===== config.mk =====
export PLATFORM = sky130hd
export DESIGN_NAME = usb_endpoint_mode_control
export DESIGN_NICKNAME = d
export VERILOG_FILES = /design/src/verilog/usb_ep_pkg.sv /design/src/verilog/tx_skid_buffer.sv /design/src/verilog/usb_endpoint_mode_control.sv
export VERILOG_INCLUDE_DIRS = /design/src /design/src/verilog
export SDC_FILE = /design/constraint.sdc
export NUM_CORES = 1
export LEC_CHECK = 0
export BUFFER_PORTS_ARGS = -buffer_cell sky130_fd_sc_hd__buf_2
export CORE_MARGIN = 1.5
export CORE_UTILIZATION = 58
export CTS_CLUSTER_DIAMETER = 150
export DETAILED_ROUTE_END_ITERATION = 10
export MAX_ROUTING_LAYER = met4
export PLACE_DENSITY = 0.77
export SYNTH_ARGS = -nofsm -noshare
export SYNTH_HDL_FRONTEND = slang
export SYNTH_SLANG_ARGS = --single-unit

===== constraint.sdc =====
create_clock -name clk_in -period 3.1 [get_ports clk_in]
set_input_delay 0.62 -clock clk_in [delete_from_list [all_inputs] [get_ports clk_in]]
set_output_delay 0.62 -clock clk_in [all_outputs]
set_load 0.01 [all_outputs]

===== src/verilog/usb_ep_defines.svh =====
// Offsets, field positions, mode codes and counts of the endpoint block.
// Assumes inclusion by bare name from the main module.
`ifndef USB_EP_DEFINES_SVH
`define USB_EP_DEFINES_SVH

// Data endpoint mode registers in processor I/O space
`define DATA_EP1_MODE_ADDR 8'h45
`define DATA_EP2_MODE_ADDR 8'h46
// Endpoint buffers, eight bytes each
`define CTRL_BUF_BASE 8'h50
`define DATA1_BUF_BASE 8'h58
`define DATA2_BUF_BASE 8'h60
`define BUF_LAST_ADDR 8'h67
`define BUF_BYTES 24
// Mode register fields and reset
`define MODE_STALL_BIT 7
`define MODE_NAKIE_BIT 5
`define MODE_ACKED_BIT 4
`define MODE_REG_RESET 8'h00
// Endpoint mode encodings
`define MODE_DISABLED 4'h0
`define MODE_NAK_IN_OUT 4'h1
`define MODE_STATUS_OUT 4'h2
`define MODE_STALL_IN_OUT 4'h3
`define MODE_STATUS_IN 4'h6
`define MODE_ACK_OUT_STATUS_IN 4'hb
`define MODE_ACK_IN_STATUS_OUT 4'hf
`define MODE_NAK_OUT 4'h8
`define MODE_ACK_OUT 4'h9
`define MODE_NAK_IN 4'hc
`define MODE_ACK_IN 4'hd
// Received count includes two CRC bytes
`define RX_COUNT_MAX 4'ha
`define RX_COUNT_EMPTY 4'h2
`define READ_UNMAPPED 8'h00

`endif


===== src/verilog/usb_ep_pkg.sv =====
// Types shared by the endpoint mode block and its output buffer.
// Assumes the defines header sits beside it.
package usb_ep_pkg;

  typedef enum logic [1:0] {
    TK_SETUP = 2'h0,
    TK_IN = 2'h1,
    TK_OUT = 2'h2
  } tok_kind_t;

  // One decoded token, with the data packet summary for SETUP and OUT
  typedef struct packed {
    tok_kind_t kind;
    logic [1:0] ep;
    logic [3:0] count;
    logic data_ok;
    logic toggle;
  } token_t;

  typedef struct packed {
    logic [1:0] ep;
    logic [2:0] index;
    logic [7:0] data;
  } rx_byte_t;

  typedef enum logic [2:0] {
    R_NONE = 3'h0,
    R_ACK = 3'h1,
    R_NAK = 3'h2,
    R_STALL = 3'h3,
    R_TX = 3'h4
  } resp_t;

  typedef struct packed {
    logic stall;
    logic rsvd;
    logic nak_ie;
    logic acked;
    logic [3:0] mode;
  } ep_mode_t;

  typedef struct packed {
    logic last;
    logic [7:0] data;
  } tx_beat_t;

  typedef enum logic [1:0] {
    TX_IDLE = 2'b01,
    TX_SEND = 2'b10
  } tx_state_t;

endpackage


===== src/verilog/tx_skid_buffer.sv =====
// Two-entry buffer between the IN byte reader and the serial engine.
// Assumes a single clock; the head entry drives the outputs directly.
`timescale 1ns/1ns
module tx_skid_buffer (
  input wire logic clk_in,
  input wire logic reset_in,
  input wire logic in_valid_in,
  input wire usb_ep_pkg::tx_beat_t in_beat_in,
  output logic in_ready_out,
  output logic out_valid_out,
  output usb_ep_pkg::tx_beat_t out_beat_out,
  input wire logic out_ready_in
);
  import usb_ep_pkg::*;

  logic head_v_q;
  logic spare_v_q;
  tx_beat_t spare_q;
  wire push = in_valid_in && !spare_v_q;
  wire pop = head_v_q && out_ready_in;

  assign in_ready_out = !spare_v_q;

  // Spare entry catches a word while the drain side stalls
  always_ff @(posedge clk_in or posedge reset_in) begin
    if (reset_in) begin
      head_v_q <= 1'b0;
      spare_v_q <= 1'b0;
      out_beat_out <= '0;
      spare_q <= '0;
    end else if (push && pop) begin
      out_beat_out <= spare_v_q ? spare_q : in_beat_in;
      spare_q <= in_beat_in;
    end else if (push) begin
      head_v_q <= 1'b1;
      spare_v_q <= head_v_q;
      if (head_v_q) spare_q <= in_beat_in;
      else out_beat_out <= in_beat_in;
    end else if (pop) begin
      head_v_q <= spare_v_q;
      spare_v_q <= 1'b0;
      out_beat_out <= spare_q;
    end
  end

  assign out_valid_out = head_v_q;
endmodule // tx_skid_buffer


===== src/verilog/usb_endpoint_mode_control.sv =====
// Endpoint mode control: token handshakes, data endpoint mode registers
// and the three endpoint buffers in processor I/O space.
// Assumes a serial engine front end delivering decoded tokens, received
// data bytes and the host's IN acknowledge, all on clk_in.
// Functional notes
// (RQ1) Stall bit stalls in ACK-IN/ACK-OUT modes
// (RQ2) Firmware clears stall in other modes
// (RQ3) NAK raises interrupt only when enabled
// (RQ4) ACK sets acked flag; writes clear it
// (RQ5) Engine mode write beats firmware write
// (RQ6) Firmware reads back and rewrites mode
// (RQ7) Three eight-byte buffers at 0x50/58/60
// (RQ8) Buffers only in I/O space, unreset
// (RQ9) Mode 0000 ignores every token
// (RQ10) Mode 0001: accept SETUP, NAK IN/OUT
// (RQ11) Mode 0010: SETUP, STALL IN, check OUT
// (RQ12) Mode 0011: SETUP, STALL IN and OUT
// (RQ13) Mode 0110: SETUP, STALL OUT, empty IN
// (RQ14) Mode 1011: SETUP, ACK OUT, empty IN
// (RQ15) Mode 1111: SETUP, send count, check OUT
// (RQ16) Mode 1000: NAK OUT, ignore others
// (RQ17) Mode 1001: ACK OUT, then becomes 1000
// (RQ18) Mode 1001 stalled: STALL OUT
// (RQ19) Mode 1100: NAK IN, ignore others
// (RQ20) Mode 1101: send count, then 1100
// (RQ21) Mode 1101 stalled: STALL IN
// (RQ22) Reserved modes ignore all tokens
// (RQ23) Check acks only empty DATA1 OUT
// (RQ24) IN sends exactly the byte count
`timescale 1ns/1ns
`include "usb_ep_defines.svh"
module usb_endpoint_mode_control (
  input wire logic clk_in,
  input wire logic reset_in,
  input wire logic [7:0] io_addr_in,
  input wire logic [7:0] io_wdata_in,
  input wire logic io_wr_in,
  input wire logic io_rd_in,
  output logic [7:0] io_rdata_out,
  input wire logic [3:0] ctrl_mode_in,
  input wire logic [2:0][3:0] tx_count_in,
  input wire logic tok_valid_in,
  input wire usb_ep_pkg::token_t tok_in,
  input wire logic rx_valid_in,
  input wire usb_ep_pkg::rx_byte_t rx_in,
  input wire logic host_ack_in,
  output logic resp_valid_out,
  output usb_ep_pkg::resp_t resp_out,
  output logic [3:0] resp_len_out,
  output logic [2:0] ep_irq_out,
  output logic tx_valid_out,
  output usb_ep_pkg::tx_beat_t tx_beat_out,
  input wire logic tx_ready_in
);
  import usb_ep_pkg::*;

  ////////////////////////////////////////////////////////////////////////
  // Handshake decision

  // Response for one token given the endpoint's mode
  function automatic resp_t decide(input tok_kind_t kind,
                                   input logic ctrl,
                                   input logic [3:0] mode,
                                   input logic stall,
                                   input logic pkt_ok,
                                   input logic [3:0] count,
                                   input logic toggle);
    resp_t r;
    logic check;
    r = R_NONE;
    check = (count == `RX_COUNT_EMPTY) && toggle; // [RQ23]
    if (ctrl) begin
      case (mode)
        `MODE_NAK_IN_OUT, `MODE_STATUS_OUT, `MODE_STALL_IN_OUT,
        `MODE_STATUS_IN, `MODE_ACK_OUT_STATUS_IN,
        `MODE_ACK_IN_STATUS_OUT: begin
          if (kind == TK_SETUP) r = pkt_ok ? R_ACK : R_NONE;
          else if (kind == TK_IN) begin
            case (mode)
              `MODE_NAK_IN_OUT: r = R_NAK; // [RQ10]
              `MODE_STATUS_OUT, `MODE_STALL_IN_OUT: r = R_STALL; // [RQ11] [RQ12]
              default: r = R_TX; // [RQ13] [RQ14] [RQ15]
            endcase
          end else if (kind == TK_OUT && pkt_ok) begin
            case (mode)
              `MODE_NAK_IN_OUT: r = R_NAK; // [RQ10]
              `MODE_ACK_OUT_STATUS_IN: r = R_ACK; // [RQ14]
              `MODE_STATUS_OUT, `MODE_ACK_IN_STATUS_OUT:
                r = check ? R_ACK : R_STALL; // [RQ11] [RQ15] [RQ23]
              default: r = R_STALL; // [RQ12] [RQ13]
            endcase
          end
        end
        default: r = R_NONE; // Disabled and reserved [RQ9] [RQ22]
      endcase
    end else begin
      case (mode)
        `MODE_NAK_OUT:
          if (kind == TK_OUT && pkt_ok) r = R_NAK; // [RQ16]
        `MODE_ACK_OUT:
          if (kind == TK_OUT && pkt_ok)
            r = stall ? R_STALL : R_ACK; // [RQ1] [RQ17] [RQ18]
        `MODE_NAK_IN:
          if (kind == TK_IN) r = R_NAK; // [RQ19]
        `MODE_ACK_IN:
          if (kind == TK_IN)
            r = stall ? R_STALL : R_TX; // [RQ1] [RQ20] [RQ21]
        default: r = R_NONE; // [RQ9] [RQ22]
      endcase
    end
    return r;
  endfunction

  ep_mode_t [1:0] mode_q;
  ep_mode_t [1:0] mode_d;
  // Only endpoint 2 selects the second register; 1 and 3 the first
  wire tok_ctrl = (tok_in.ep == 2'h0);
  wire tok_sel = (tok_in.ep == 2'h2);
  wire ep_mode_t tok_reg = mode_q[tok_sel];
  wire [3:0] tok_mode = tok_ctrl ? ctrl_mode_in : tok_reg.mode;
  wire pkt_ok = tok_in.data_ok && (tok_in.count <= `RX_COUNT_MAX);
  wire resp_t decision = decide(tok_in.kind, tok_ctrl, tok_mode,
    tok_reg.stall, pkt_ok, tok_in.count, tok_in.toggle);
  // Status-IN control modes 0110 and 1011 always send an empty packet
  wire tx_empty = tok_ctrl && (tok_mode == `MODE_STATUS_IN ||
    tok_mode == `MODE_ACK_OUT_STATUS_IN);
  wire [3:0] tx_len = tx_empty ? 4'h0 : tx_count_in[tok_in.ep]; // [RQ24]
  wire tok_fire = tok_valid_in && (tok_in.ep != 2'h3);
  wire tok_nak_irq = !tok_ctrl && tok_reg.nak_ie;

  ////////////////////////////////////////////////////////////////////////
  // Pending IN, awaiting the host's acknowledge

  logic pend_q;
  logic [1:0] pend_ep_q;

  // Any new token to endpoints 0 to 2 abandons an IN the host never acknowledged
  always_ff @(posedge clk_in or posedge reset_in) begin
    if (reset_in) begin
      pend_q <= 1'b0;
      pend_ep_q <= 2'h0;
    end else if (tok_fire) begin
      pend_q <= (decision == R_TX);
      pend_ep_q <= tok_in.ep;
    end else if (host_ack_in) begin
      pend_q <= 1'b0;
    end
  end

  ////////////////////////////////////////////////////////////////////////
  // Data endpoint mode registers

  logic [1:0] out_ack;
  logic [1:0] in_ack;
  logic [1:0] eng_wr;
  logic [1:0] fw_wr;
  wire eng_upd = |eng_wr;

  genvar gi;
  generate
    for (gi = 0; gi < 2; gi++) begin : g_mode
      wire [7:0] reg_addr = (gi == 0) ? `DATA_EP1_MODE_ADDR :
        `DATA_EP2_MODE_ADDR;
      wire [1:0] ep_num = 2'(gi + 1);
      assign out_ack[gi] = tok_fire && tok_in.kind == TK_OUT &&
        tok_in.ep == ep_num && decision == R_ACK;
      assign in_ack[gi] = host_ack_in && pend_q && pend_ep_q == ep_num &&
        mode_q[gi].mode == `MODE_ACK_IN;
      assign eng_wr[gi] = out_ack[gi] || in_ack[gi];
      // One shared update strobe: any engine write drops firmware's
      assign fw_wr[gi] = io_wr_in && io_addr_in == reg_addr &&
        !eng_upd; // [RQ5]
      // Engine sets acked and steps the mode; firmware write clears acked
      assign mode_d[gi] = eng_wr[gi] ?
        {mode_q[gi][7:5], 1'b1,
         out_ack[gi] ? `MODE_NAK_OUT : `MODE_NAK_IN} : // [RQ4] [RQ17] [RQ20]
        fw_wr[gi] ? {io_wdata_in[7:5], 1'b0, io_wdata_in[3:0]} : // [RQ4]
        mode_q[gi];
    end
  endgenerate

  // Both mode registers
  always_ff @(posedge clk_in or posedge reset_in) begin
    if (reset_in) mode_q <= {`MODE_REG_RESET, `MODE_REG_RESET};
    else mode_q <= mode_d;
  end

  ////////////////////////////////////////////////////////////////////////
  // Endpoint buffers, no reset so contents start undefined

  logic [7:0] buf_mem [0:`BUF_BYTES-1];
  wire [7:0] io_off = io_addr_in - `CTRL_BUF_BASE;
  wire io_in_buf = io_addr_in >= `CTRL_BUF_BASE &&
    io_addr_in <= `BUF_LAST_ADDR; // [RQ7] [RQ8]
  wire fw_buf_wr = io_wr_in && io_in_buf;
  wire rx_wr = rx_valid_in && rx_in.ep != 2'h3;

  // Firmware and engine writes; the engine lands second and wins a tie
  always_ff @(posedge clk_in) begin
    if (fw_buf_wr) buf_mem[io_off[4:0]] <= io_wdata_in; // [RQ8]
    if (rx_wr) buf_mem[{rx_in.ep, rx_in.index}] <= rx_in.data; // [RQ7]
  end

  ////////////////////////////////////////////////////////////////////////
  // Processor read port, data one cycle after the read strobe

  wire [7:0] rd_sel = (io_addr_in == `DATA_EP1_MODE_ADDR) ? mode_q[0] :
    (io_addr_in == `DATA_EP2_MODE_ADDR) ? mode_q[1] :
    io_in_buf ? buf_mem[io_off[4:0]] : `READ_UNMAPPED;

  always_ff @(posedge clk_in or posedge reset_in) begin
    if (reset_in) io_rdata_out <= 8'h00;
    else if (io_rd_in) io_rdata_out <= rd_sel;
  end

  ////////////////////////////////////////////////////////////////////////
  // Handshake and interrupt outputs

  logic [2:0] irq_d;
  // Interrupt on ACK, on acknowledged IN data, and on NAK if enabled
  generate
    for (gi = 0; gi < 3; gi++) begin : g_irq
      wire [1:0] ep_num = 2'(gi);
      assign irq_d[gi] = (tok_fire && tok_in.ep == ep_num &&
        (decision == R_ACK || (decision == R_NAK && tok_nak_irq))) ||
        (host_ack_in && pend_q && pend_ep_q == ep_num); // [RQ3]
    end
  endgenerate

  always_ff @(posedge clk_in or posedge reset_in) begin
    if (reset_in) begin
      resp_valid_out <= 1'b0;
      resp_out <= R_NONE;
      resp_len_out <= 4'h0;
      ep_irq_out <= 3'h0;
    end else begin
      resp_valid_out <= tok_fire && decision != R_NONE; // [RQ9] [RQ22]
      resp_out <= tok_fire ? decision : R_NONE;
      resp_len_out <= (tok_fire && decision == R_TX) ? tx_len : 4'h0;
      ep_irq_out <= irq_d;
    end
  end

  ////////////////////////////////////////////////////////////////////////
  // IN byte reader feeding the two-entry buffer

  tx_state_t state_q;
  logic [3:0] idx_q;
  logic [3:0] len_q;
  logic [1:0] tx_ep_q;
  logic push_ready;
  wire push_valid = (state_q == TX_SEND);
  wire push_last = (idx_q + 4'h1 == len_q);
  wire tx_start = tok_fire && decision == R_TX && tx_len != 4'h0;
  wire tx_beat_t push_beat = '{last: push_last,
    data: buf_mem[{tx_ep_q, idx_q[2:0]}]};

  // The reader stalls whenever the buffer is full, so no byte is lost
  always_ff @(posedge clk_in or posedge reset_in) begin
    if (reset_in) begin
      state_q <= TX_IDLE;
      idx_q <= 4'h0;
      len_q <= 4'h0;
      tx_ep_q <= 2'h0;
    end else begin
      case (state_q)
        TX_IDLE: begin
          if (tx_start) begin
            state_q <= TX_SEND;
            idx_q <= 4'h0;
            len_q <= tx_len; // [RQ24]
            tx_ep_q <= tok_in.ep;
          end
        end
        TX_SEND: begin
          if (push_ready) begin
            idx_q <= idx_q + 4'h1;
            if (push_last) state_q <= TX_IDLE; // [RQ24]
          end
        end
        default: state_q <= TX_IDLE;
      endcase
    end
  end

  tx_skid_buffer u_tx_buf (
    .clk_in(clk_in),
    .reset_in(reset_in),
    .in_valid_in(push_valid),
    .in_beat_in(push_beat),
    .in_ready_out(push_ready),
    .out_valid_out(tx_valid_out),
    .out_beat_out(tx_beat_out),
    .out_ready_in(tx_ready_in)
  );

  logic [3:0] sent_q;
  always_ff @(posedge clk_in or posedge reset_in) begin
    if (reset_in) sent_q <= 4'h0;
    else if (tx_start) sent_q <= 4'h0;
    else if (push_valid && push_ready) sent_q <= sent_q + 4'h1;
  end
endmodule // usb_endpoint_mode_control


==> run metrics <==
H-tree depth 1; RSZ-0062 raised after global routing false; Fill cells around 1800; Hold Buf Count CTS 0; fmax between 300 and 400 MHz; clk_skew 18.21 ps; Setup CP Type reg2reg; Crit path arrival time ~3300 ps; TritonCTS buffer count 28; Die Wd around 160 um; critical path fanouts, max 26; num rows 58; Final Max Tran Viols 0; clock root buffer clkbuf_16; fin crit share around 93%; Die ar. approximately 27000 um2; Layout area overhead 13.66%; I/O pin count just over 90; nets@finish ~1200; Skew-Pair Late Insertion Delay 560 ps; grt total ovfl 0; worst reg2reg setup slack ~230 ps; layout cell share with drive strength beyond 1 a little under half; P_leak 6.407 nW; Seq/Total Area, Yosys approximately half; Layout Utilization between 60% and 70%; area of the multi-input gates 7114 um2; VDD IR max between 0.3 and 0.4 mV; Worst R2R End u_tx_buf.out_beat_out[5]; synthesized flop and latch total 262; most common cell in the synthesized netlist mux2_2; Core Footprint between 20000 and 30000 um2; clock tree buffer depth 3; transition time of the tightest slew-check pin a little over 900 ps; asr flop ratio synth approximately a quarter; global-route wire length before repair between 60 and 70 mm; Routed Antenna Nets 0; top cell type by total area after synthesis edfxtp_1; Worst setup EP type register; Clock Sinks approximately 260; fin crit period between 2000 and 3000 ps; Hold Violations, Final 0; port bufs 91; DR vias/cell approximately 6.8; Residual DRC 0; syn_area_per_cell 14.16 um2; sequential cell area roughly 7500 um2; worst slew margin relative to its limit a little under two fifths; Final Instance Area 17080 um2; max-capacitance violation count 0; Post-Layout Cell Count ~1500; worst path required time 3490 ps; CP Launch Type register; Setup Fix Bufs, Post-CTS 0; EDFF count, synth 192; commonest cells in the netlist mux2_2 (211), edfxtp_1 (192), mux4_2 (112); HPWL after DPL between 20 and 30 mm; Synth Instances 1061; main area contributors after synthesis edfxtp_1 (38%), mux4_2 (17%), mux2_2 (16%); Mapped Nets 1126; Power Density 472.7 nW/um2; vias in the first global route 10100; Post-Syn Area between 15000 and 20000 um2; beginning of the worst register-to-register path idx_q[0]; drt total wl between 40 and 50 mm; Die Ht ~160 um; DP Area between 15000 and 20000 um2; Placer Congestion between 0.9 and 1; final setup violation count 0; WL/cell roughly 27 um; via count approximately 10000; outcome finished, final reports clean; Synth cell types 61; gr usage total about 33%; commonest register cell after synthesis edfxtp_1; TritonCTS clock tree done; top cell type's share of synthesized area 38.37%; largest net degree at the start of global routing 45; Cells after DPL about 1500; initial core utilization 59.32%; initial drt markers roughly 1400; initial antenna violation count 2; Warnings, synthesis 0; length in cells of the worst reg-to-reg path 7; HP Class in2async; Worst-path clk slew around 60 ps; post-CTS sizing 0; drt pass-1 iters 5; total power a little over 8 mW
[layout by cell type (no fill, tap or decap), types with 30 or more instances in the layout]
cell       synthesis  final
o21ai_0           65     65
nand2_1           92     92
mux2_2           211    211
mux4_2           112    112
clkbuf_16          0     30
dfrtp_1           69     67
edfxtp_1         192    192
nor2_1            47     47
buf_4              1     70
buf_2             13     90
[metal layers]
metal	track usage (%)	wire length, um	vias up
li1	-	-	4384
met1	44.37	16040	5145
met2	49.50	19280	671
met3	6.010	4623	104
met4	13.64	1722	0
met5	-	0	-
[metrics by stage]
stage	TNS, ps	hold WS, ps	setup slack, ps
finish	0	138.8	225.9
global route	0	182.0	55.90
CTS	0	154.9	170.2
detailed placement	-342.0	464.6	-43.29
global placement	-352.6	460.2	-38.76
floorplan	0	450.2	117.3
[final cells by class]
type / count / area share, %
flip-flops and latches: 262 / 44.06
multi-input cells: 700 / 41.66
repair buffers: 165 / 6.301
clock buffers: 47 / 5.004
well taps: 330 / 2.418
clock inverters: 5 / 0.3077
inverters: 10 / 0.2198
diodes: 2 / 0.02931
[worst max path at each step]
stage | startpoint | slack, ps | cells past startpoint | end
finish | idx_q[0] | 230 | 7 | u_tx_buf.out_beat_out[5]
floorplan | io_addr_in[3] | 120 | 9 | buf_mem[7][0]
global route | idx_q[0] | 60 | 7 | u_tx_buf.out_beat_out[5]
detailed placement | tok_in[7] | -40 | 9 | mode_q[9]
CTS | idx_q[0] | 170 | 7 | u_tx_buf.out_beat_out[5]
global placement | tok_in[7] | -40 | 9 | mode_q[11]
[cell families (layout without fill, tap and decap cells)]
kind of cell | count (synthesis) | after routing | share of synthesized area, %
AO/OA/AOI/OAI | 135 | 135 | 5.879
XOR/XNOR | 6 | 6 | 0.3498
adder cells (fa/ha/maj) | 2 | 2 | 0.1665
buffers and inverters | 99 | 227 | 2.607
flip-flops | 262 | 262 | 50.04
multiplexers | 351 | 351 | 34.47
other | 0 | 2 | 0
AND/OR/NAND/NOR | 206 | 206 | 6.487
[worst max-delay path, cell delays in order, from the launching register on]
cell	delay, ps
dfrtp_4	760
buf_4	310
mux4_2	550
mux4_2	460
o21ai_0	350
nor2_1	90
a21oi_1	110
o21ai_0	70
[power breakdown]
part	switching, mW	internal [mW]
logic	0.482	0.396
registers	0.0508	3.83
clock network	1.36	1.95
total	1.90	6.18
[sequential cells by signal, indices dropped and copies added (netlist names), 4 cells and up]
name,count
buf_mem,192
mode_q,16
u_tx_buf.out_beat_out,9
u_tx_buf.spare_q,9
io_rdata_out,8
idx_q,4
len_q,4
resp_len_out,4
Note: power is estimated with default switching activity, not from simulation.
